### config.mk
export PLATFORM = sky130hd
export DESIGN_NAME = rwr_reset_ctrl
export DESIGN_NICKNAME = d
export VERILOG_FILES = /design/src/include/rwr_pkg.sv /design/src/hw/rwr_reset_ctrl.sv
export SDC_FILE = /design/constraint.sdc
export NUM_CORES = 1
export LEC_CHECK = 0
export ABC_CLOCK_PERIOD_IN_PS = 3920
export BUFFER_PORTS_ARGS = -buffer_cell sky130_fd_sc_hd__buf_2
export CAP_MARGIN = 5
export CORE_UTILIZATION = 30
export DETAILED_ROUTE_END_ITERATION = 8
export SYNTH_ARGS = -nofsm -noshare
export SYNTH_HDL_FRONTEND = slang
export SYNTH_SLANG_ARGS = --single-unit
### constraint.sdc
create_clock -name clk -period 3.92 [get_ports clk]
set_clock_uncertainty 0.15 [all_clocks]
set_input_delay 0.392 -clock clk [delete_from_list [all_inputs] [get_ports clk]]
set_output_delay 0.392 -clock clk [all_outputs]
set_load 0.01 [all_outputs]
### src/include/rwr_pkg.sv
/*
 Package for the reset and wake recovery controller: register map, cause
 flag layout, sequencer states, delay counts and grouped port structs.
 Assumes a single 100 MHz system clock and an internal oscillator tick.
*/
package rwr_pkg;
    localparam logic [11:0] RWR_ADDR_STATUS   = 12'hff0;
    localparam logic [11:0] RWR_ADDR_CONTROL  = 12'hff4;
    localparam int          RWR_BIT_POR       = 7;
    localparam int          RWR_BIT_WAKE      = 6;
    localparam int          RWR_BIT_WDT       = 5;
    localparam int          RWR_BIT_EXT       = 4;
    localparam logic [3:0]  RWR_FLAGS_RESET   = 4'h8;
    localparam int          RWR_CTL_XTAL      = 0;
    localparam int          RWR_CTL_DBGRST    = 1;
    localparam int          RWR_PIN_LOW_MIN   = 4;
    localparam int          RWR_DELAY_IOSC    = 66;
    localparam int          RWR_DELAY_XTAL    = 5000;
    localparam int          RWR_STOP_FILTER   = 8;
    localparam logic [15:0] RWR_DELAY_IOSC_W  = 16'(RWR_DELAY_IOSC);
    localparam logic [31:0] RWR_READ_ZERO     = 32'h0000_0000;

    typedef enum logic [1:0] {
        RWR_RUN   = 2'b00,
        RWR_RESET = 2'b01,
        RWR_WAKE  = 2'b10,
        RWR_HOLD  = 2'b11
    } rwr_state_t;

    typedef struct packed {
        logic [11:0] address;
        logic        read;
        logic        write;
        logic [31:0] writedata;
    } rwr_bus_req_t;

    typedef struct packed {
        logic        porEvent;
        logic        brownout;
        logic        wdtTimeout;
        logic        wdtResetMode;
        logic        stopMode;
        logic        debugPinLow;
        logic        ioscTick;
    } rwr_event_t;
endpackage : rwr_pkg

### src/hw/rwr_reset_ctrl.sv
/*
 Reset and wake recovery sequencer with the reset cause status register.
 Assumes the watchdog, oscillator, analog detectors and ports live outside;
 ioscTick is a one-cycle enable marking each internal oscillator cycle.
*/
// The Avalon-MM slave port was decided locally.
// What this block does
// Outside stop, a reset pin low for three clocks starts the reset sequence.
// Stay in reset while the pin is low; leave on next edge after release.
// A pin-initiated reset sets the external-pin flag.
// In reset the pin is driven low as open-drain output until the reset delay ends.
// An internal reset drives the pin low at once until its delay ends.
// Reset lasts 66 oscillator cycles, or 5000 with the crystal enabled.
// Debugger reset request resets all but debugger, self-clears, sets power-on.
// Wake recovery holds the CPU in reset for 66 or 5000 cycles.
// Wake keeps registers except watchdog and oscillator control; selects oscillator.
// After reset or wake the CPU fetches its vector from 0002H and 0003H.
// In stop, watchdog time-out wakes; reset pin or debug pin low fully resets.
// Watchdog time-out in stop sets watchdog and wake flags.
// An enabled port pin edge in stop starts wake and sets the wake flag.
// Port capture is off in stop; pin levels are latched at recovery end.
// In stop, a reset pin low shorter than the filter width is ignored.
// Status is read-only and a read clears the four cause flags.
// Reads at FF0H give status; writes there go to watchdog control.
// Flags in bits 7..4 are power-on, wake, watchdog, external.
// Power-on flag cleared by watchdog time-out, any wake, or a read.
// Wake flag cleared by power-on, watchdog time-out outside stop, or read.
// Watchdog flag cleared by power-on, pin wake or read; read before clearing.
// External flag cleared by power-on, pin wake, or a read.
// The reset pin is synchronised in two stages; reserved status bits read zero.
`timescale 1ns/1ps
module rwr_reset_ctrl
    import rwr_pkg::*;
#(
    parameter int PORTS     = 8,
    parameter int XTAL_CYC  = rwr_pkg::RWR_DELAY_XTAL
) (
    // Clock and reset
    input  wire  logic                  clk,
    input  wire  logic                  rst_n,
    // Avalon-MM slave
    input  wire  rwr_pkg::rwr_bus_req_t bus,
    output logic [31:0]                 readdata,
    output logic                        waitrequest,
    // Reset pin, open drain
    input  wire  logic                  resetPinIn,
    output logic                        resetPinOut,
    output logic                        resetPinOe,
    // Events and ports
    input  wire  rwr_pkg::rwr_event_t   ev,
    input  wire  logic [PORTS-1:0]      wakeEnable,
    input  wire  logic [PORTS-1:0]      portPins,
    // Outputs to the rest of the chip
    output logic                        cpuReset,
    output logic                        systemReset,
    output logic                        wakeDone,
    output logic                        selectIosc,
    output logic                        crystalEnable,
    output logic                        wdtIrqFollow,
    output logic [15:0]                 vectorAddrLo,
    output logic [PORTS-1:0]            portInputData,
    output logic [7:0]                  watchdogControl,
    output logic                        watchdogControlWr
);
    import rwr_pkg::*;

    typedef struct packed {
        rwr_state_t       state;
        logic [1:0]       pinSync;
        logic [3:0]       lowCount;
        logic             pinCaused;
        logic [15:0]      delay;
        logic [3:0]       flags;
        logic             xtal;
        logic             dbgReq;
        logic             wdtPending;
        logic [PORTS-1:0] portLast;
        logic [PORTS-1:0] portData;
        logic [7:0]       wdCtl;
        logic             wdWr;
        logic             wakeDone;
        logic [31:0]      rdata;
        logic             ack;
    } rwr_regs_t;

    rwr_regs_t r;
    rwr_regs_t next_r;

    function automatic logic [15:0] delay_for(input logic x);
        delay_for = x ? 16'(XTAL_CYC) : RWR_DELAY_IOSC_W;
    endfunction : delay_for

    logic pinLow;
    logic pinReset;
    logic portEdge;
    logic busHit;
    logic readStatus;
    logic [3:0] minLow;
    logic       hardReset;
    logic       wdtReset;
    logic       resetReq;

    assign pinLow     = ~r.pinSync[1];
    assign minLow     = ev.stopMode ? 4'(RWR_STOP_FILTER) : 4'(RWR_PIN_LOW_MIN - 1);
    assign pinReset   = pinLow && (r.lowCount >= minLow - 4'h1) && (r.state != RWR_RESET);
    assign portEdge   = ev.stopMode && |((portPins ^ r.portLast) & wakeEnable);
    assign busHit     = (bus.read || bus.write) && !r.ack;
    assign readStatus = bus.read && !r.ack && bus.address == RWR_ADDR_STATUS;
    assign hardReset  = ev.porEvent || ev.brownout || r.dbgReq || (ev.stopMode && ev.debugPinLow);
    assign wdtReset   = ev.wdtTimeout && ev.wdtResetMode && !ev.stopMode;
    assign resetReq   = hardReset || pinReset || wdtReset;

    always_comb begin
        next_r          = r;
        next_r.pinSync  = {r.pinSync[0], resetPinIn};
        next_r.ack      = busHit;
        next_r.wdWr     = 1'b0;
        next_r.wakeDone = 1'b0;
        next_r.lowCount = pinLow ? ((r.lowCount == 4'hf) ? r.lowCount : r.lowCount + 4'h1)
                                 : 4'h0;
        if (!ev.stopMode) begin
            next_r.portLast = portPins;
        end
        if (readStatus) begin
            next_r.rdata = {24'h0, r.flags, 4'h0};
            next_r.flags = 4'h0;
        end else if (bus.read && !r.ack) begin
            next_r.rdata = RWR_READ_ZERO;
        end
        if (bus.write && !r.ack) begin
            if (bus.address == RWR_ADDR_STATUS) begin
                next_r.wdCtl = bus.writedata[7:0];
                next_r.wdWr  = 1'b1;
            end else if (bus.address == RWR_ADDR_CONTROL) begin
                next_r.xtal   = bus.writedata[RWR_CTL_XTAL];
                next_r.dbgReq = bus.writedata[RWR_CTL_DBGRST];
            end
        end
        if (ev.wdtTimeout && !ev.stopMode) begin
            next_r.flags[RWR_BIT_WAKE - 4] = 1'b0;
            next_r.flags[RWR_BIT_POR - 4]  = 1'b0;
            if (ev.wdtResetMode) begin
                next_r.flags[RWR_BIT_WDT - 4] = 1'b1;
            end
        end
        case (r.state)
            RWR_RUN: begin
                if (ev.stopMode && ev.wdtTimeout) begin
                    next_r.state      = RWR_WAKE;
                    next_r.delay      = delay_for(r.xtal);
                    next_r.flags      = 4'b0110;
                    next_r.wdtPending = !ev.wdtResetMode;
                end else if (portEdge) begin
                    next_r.state = RWR_WAKE;
                    next_r.delay = delay_for(r.xtal);
                    next_r.flags = 4'b0100;
                end
            end
            RWR_WAKE: begin
                if (r.delay == 16'h0) begin
                    next_r.state    = RWR_RUN;
                    next_r.wakeDone = 1'b1;
                    next_r.portData = portPins;
                    next_r.portLast = portPins;
                end else if (ev.ioscTick) begin
                    next_r.delay = r.delay - 16'h1;
                end
            end
            RWR_RESET: begin
                next_r.dbgReq = 1'b0;
                if (r.delay > 16'h0) begin
                    if (ev.ioscTick) begin
                        next_r.delay = r.delay - 16'h1;
                    end
                end else if (!pinLow) begin
                    next_r.state = RWR_RUN;
                    if (r.pinCaused) begin
                        next_r.flags[RWR_BIT_EXT - 4] = 1'b1;
                    end
                end
            end
            default: begin
                next_r.state = RWR_RUN;
            end
        endcase
        if (hardReset) begin
            next_r.state     = RWR_RESET;
            next_r.delay     = delay_for(r.xtal);
            next_r.flags     = 4'b1000;
            next_r.pinCaused = 1'b0;
            next_r.dbgReq    = 1'b0;
        end else if (pinReset) begin
            next_r.state     = RWR_RESET;
            next_r.delay     = delay_for(r.xtal);
            next_r.flags     = 4'b0000;
            next_r.pinCaused = 1'b1;
        end else if (wdtReset) begin
            next_r.state     = RWR_RESET;
            next_r.delay     = delay_for(r.xtal);
            next_r.flags     = 4'b0010;
            next_r.pinCaused = 1'b0;
        end
        if (r.wdtPending && r.wakeDone) begin
            next_r.wdtPending = 1'b0;
        end
    end

    always_ff @(posedge clk or negedge rst_n) begin
        if (!rst_n) begin
            r         <= '0;
            r.state   <= RWR_RESET;
            r.pinSync <= 2'b11;
            r.delay   <= RWR_DELAY_IOSC_W;
            r.flags   <= RWR_FLAGS_RESET;
        end else begin
            r <= next_r;
        end
    end

    assign waitrequest       = busHit;
    assign readdata          = r.rdata;
    assign systemReset       = (r.state == RWR_RESET);
    assign cpuReset          = (r.state == RWR_RESET) || (r.state == RWR_WAKE);
    assign resetPinOut       = 1'b0;
    assign resetPinOe        = (r.state == RWR_RESET) && (r.delay != 16'h0);
    assign wakeDone          = r.wakeDone;
    assign selectIosc        = r.wakeDone || (r.state == RWR_RESET);
    assign crystalEnable     = r.xtal;
    assign wdtIrqFollow      = r.wdtPending && r.wakeDone;
    assign vectorAddrLo      = 16'h0002;
    assign portInputData     = r.portData;
    assign watchdogControl   = r.wdCtl;
    assign watchdogControlWr = r.wdWr;
endmodule : rwr_reset_ctrl

==> run_results.csv <==
group,metric,value,unit
floorplan,io_pins,146,
clocking,root_buffer,"clkbuf_16",
worst_setup_path,cp_cell_sequence,"inv_1 -> ha_1 -> nand2b_1 -> a311oi_2 -> o211ai_1 -> o21a_1 -> o21a_1 -> a221o_1",
clocking,cts-buffers-inserted,9,
worst_setup_path,cp_max_fo,13,
clocking,cts.sinks,63,
sta,worst_pin_slew,0.700,ns
sta,whs,0.131,ns
logic_synthesis,yosysWarnings,0,
worst_setup_path,crit_top_cell,"o21a_1",
route,first_iter_violations,148,
sta,rsz0062_at_grt,"false",
sta,setup_viol,0,
pwr,ir_worst_vdd,0.275,mV
placed_design,port_buffers,76,
clocking,clk_pin_slew,0.06,ns
cells_and_area,finalNetCount,524,
logic_synthesis,synthArstFlopShare,100,%
worst_setup_path,cp-end-kind,"flop",
global_route,grt_pass1_vias,2994,
placed_design,gp_congestion,0.845,
floorplan,initial_core_util,31.0,%
cells_and_area,area_growth_syn_to_layout,14.2,%
global_route,grt-ovfl-total,0,
floorplan,dieHeight,117,um
worst_setup_path,cp_num_buf_inv,1,
pwr,powerDensity,410,nW/um^2
pwr,p_total,1850,uW
route,first_pass_iters,4,
route,ant_nets,0,
sta,slew_violations,0,
floorplan,rows,41,
clocking,cts_setup_buffers,0,
global_route,grt_max_degree,39,
worst_setup_path,r2r-start,"r[83]",
min_path,hold_class,"in2reg",
sta,fmax,367,MHz
route,vias,2984,
logic_synthesis,syn_area,3950,sq um
global_route,grt_pass1_wl,14700,um
sta,setup_tns,0,ns
run_status,status,"complete, no violations",
global_route,groute.usage.overall,13.8,%
cells_and_area,drive_above_1_share,32.1,%
run,max_cap_viol_count,0,
route,route.detailed.drc,0,
logic_synthesis,synth_edf_count,0,
worst_setup_path,startpoint,"r[83]",
worst_setup_path,worstPathRequired,3.98,ns
logic_synthesis,synth-seq-cells,63,
worst_setup_path,worstSetupPathType,"reg2reg",
logic_synthesis,dominantRegCellSynth,"dfrtp_1",
min_path,hold_start,"bus[36]",
floorplan,die_w,117,um
worst_setup_path,slowest_delay,0.47,ns
logic_synthesis,netlist_instances,384,
logic_synthesis,ys_types,68,
worst_setup_path,crit_slowest_cell,"a311oi_2",
logic_synthesis,synth.avg_cell_area,10.3,sq um
clocking,clk_latency,0.33,ns
sta,hold_viol,0,
worst_setup_path,worstPathArrival,2.79,ns
worst_setup_path,worst_setup_path_start_kind,"flop",
sta,fin_crit,2.72,ns
floorplan,die-area,13600,sq um
route,viasPerCell,4.81,
clocking,cts_buffer_depth,2,
clocking,cts-htree-levels,3,
pwr,p_leak,0.00210,uW
floorplan,core,12700,sq um
placed_design,dp_hpwl,6390,um
global_route,antenna_found_initial,0,
cells_and_area,n_antenna_cell,0,
route,routed_wl,8550,um
logic_synthesis,seq_area_frac_synth,40.1,%
worst_setup_path,cp_top_family,"compound AO/OA/AOI/OAI gates",
clocking,cts_tree,"built",
route,avgRoutedWirePerCell,13.8,um
sta,maxSlewHeadroom,53.4,%
sta,post-route-period-util,69.5,%
-- cell usage after synthesis (3+ instances only) --
library cell | instances | area share [%]
a21oi_1 | 8 | 1.0
a221o_1 | 4 | 1.0
a22o_1 | 13 | 2.9
a22oi_1 | 4 | 0.76
and2_1 | 3 | 0.48
buf_2 | 7 | 0.89
buf_4 | 65 | 12
dfrtp_1 | 57 | 36
dfstp_2 | 6 | 4.0
ha_1 | 9 | 2.9
inv_1 | 12 | 1.1
mux2_2 | 27 | 7.7
nand2_1 | 17 | 1.6
nand2b_1 | 6 | 0.95
nand3_1 | 9 | 1.1
nand3b_1 | 3 | 0.57
nand4_1 | 5 | 0.79
nor2_1 | 23 | 2.2
nor3_1 | 7 | 0.89
nor4_1 | 4 | 0.63
o211ai_1 | 13 | 2.5
o21a_1 | 4 | 0.76
o21ai_0 | 9 | 1.1
o221ai_1 | 4 | 0.89
xor2_1 | 9 | 2.0
-- per-stage QoR --
| step | setup slack, ns | util (%) | area (sq um) | std cells |
|---|---|---|---|---|
| CTS | 1.22 | 35.4 | 4510 | 620 |
| detailed placement | 0.991 | 32.7 | 4170 | 602 |
| floorplan | 1.56 | - | 4110 | 427 |
| finish | 1.20 | 35.4 | 4510 | 620 |
| global route | 0.977 | 35.4 | 4510 | 620 |
| global placement | 1.01 | 32.7 | 4170 | 602 |
-- power breakdown --
part | switching, uW | total [uW] | leakage [uW] | internal (uW)
combinational | 172 | 282 | 0.00113 | 110
sequential | 25.5 | 711 | 0.000815 | 685
clock | 300 | 856 | 0.000152 | 557
total | 497 | 1850 | 0.00210 | 1350
-- registers in the layout, indices dropped and copies added, names as in the netlist --
signal	count
portInputData	8
readdata	4
watchdogControlWr	1
crystalEnable	1
next_r	1
watchdogControl	8
wakeDone	1
r	39
-- cell usage in the layout (no fill, tap or decap), types with 3 or more instances in the layout --
cell	count
buf_2	76
dfrtp_1	57
conb_1	45
mux2_2	27
nor2_1	23
nand2_1	17
o211ai_1	13
a22o_1	13
inv_1	12
xor2_1	9
nand3_1	9
o21ai_0	9
ha_1	9
clkbuf_16	9
a21oi_1	8
nor3_1	7
nand2b_1	6
dfstp_2	6
nand4_1	5
nor4_1	4
a22oi_1	4
o21a_1	4
o221ai_1	4
a221o_1	4
nand3b_1	3
and2_1	3
-- worst register-to-register path: cells and delay by family (launching register included) --
kind | cells | cell delay [ns]
compound gates | 5 | 1.58
fa+ha+maj | 1 | 0.26
buf+inv | 1 | 0.06
flops | 1 | 0.42
simple gates | 1 | 0.15
-- kinds of logic after synthesis --
family          share of synthesized area [%]
mux                                      8.21
fa+ha+maj                                2.85
simple gates                             14.7
buf+inv                                  15.0
compound gates                           16.5
flops                                    40.1
other cells                             0.190
xor+xnor                                 2.44
-- timing repair --
action / CTS / global route
hold endpoints to repair: 24 / 0
hold buffers: 2 / 0
resized for setup: 0 / 0
-- path summary, 6_finish.rpt --
kind | end | slack (ns) | cells past startpoint
min in group asynchronous | watchdogControl[6] | 0.44 | 2
worst min-delay path | watchdogControlWr | 0.13 | 2
worst min register to register | r[88] | 0.20 | 0
worst max-delay path | r[73] | 1.20 | 8
worst max register to register | r[73] | 1.20 | 8
max in group asynchronous | r[88] | 2.26 | 3
-- per-layer routing --
layer  share of wire [%]  vias to the layer above  track usage [%]
met5                   0                        -                0
met1                  46                     1453             17.8
met2                  46                      108             22.3
met3                 6.3                        9             3.32
met4                 1.4                        0             5.65
li1                    -                     1414                -
-- cell type report --
class	instances	area [sq um]
Inverter	12	45.0
Clock inverter	7	97.6
Fill cell	1290	8210
Tap cell	172	215
Sequential cell	63	1580
Clock buffer	9	225
Multi-Input combinational cell	278	1930
Timing Repair Buffer	79	408
Power figures use the tool's default switching activity.
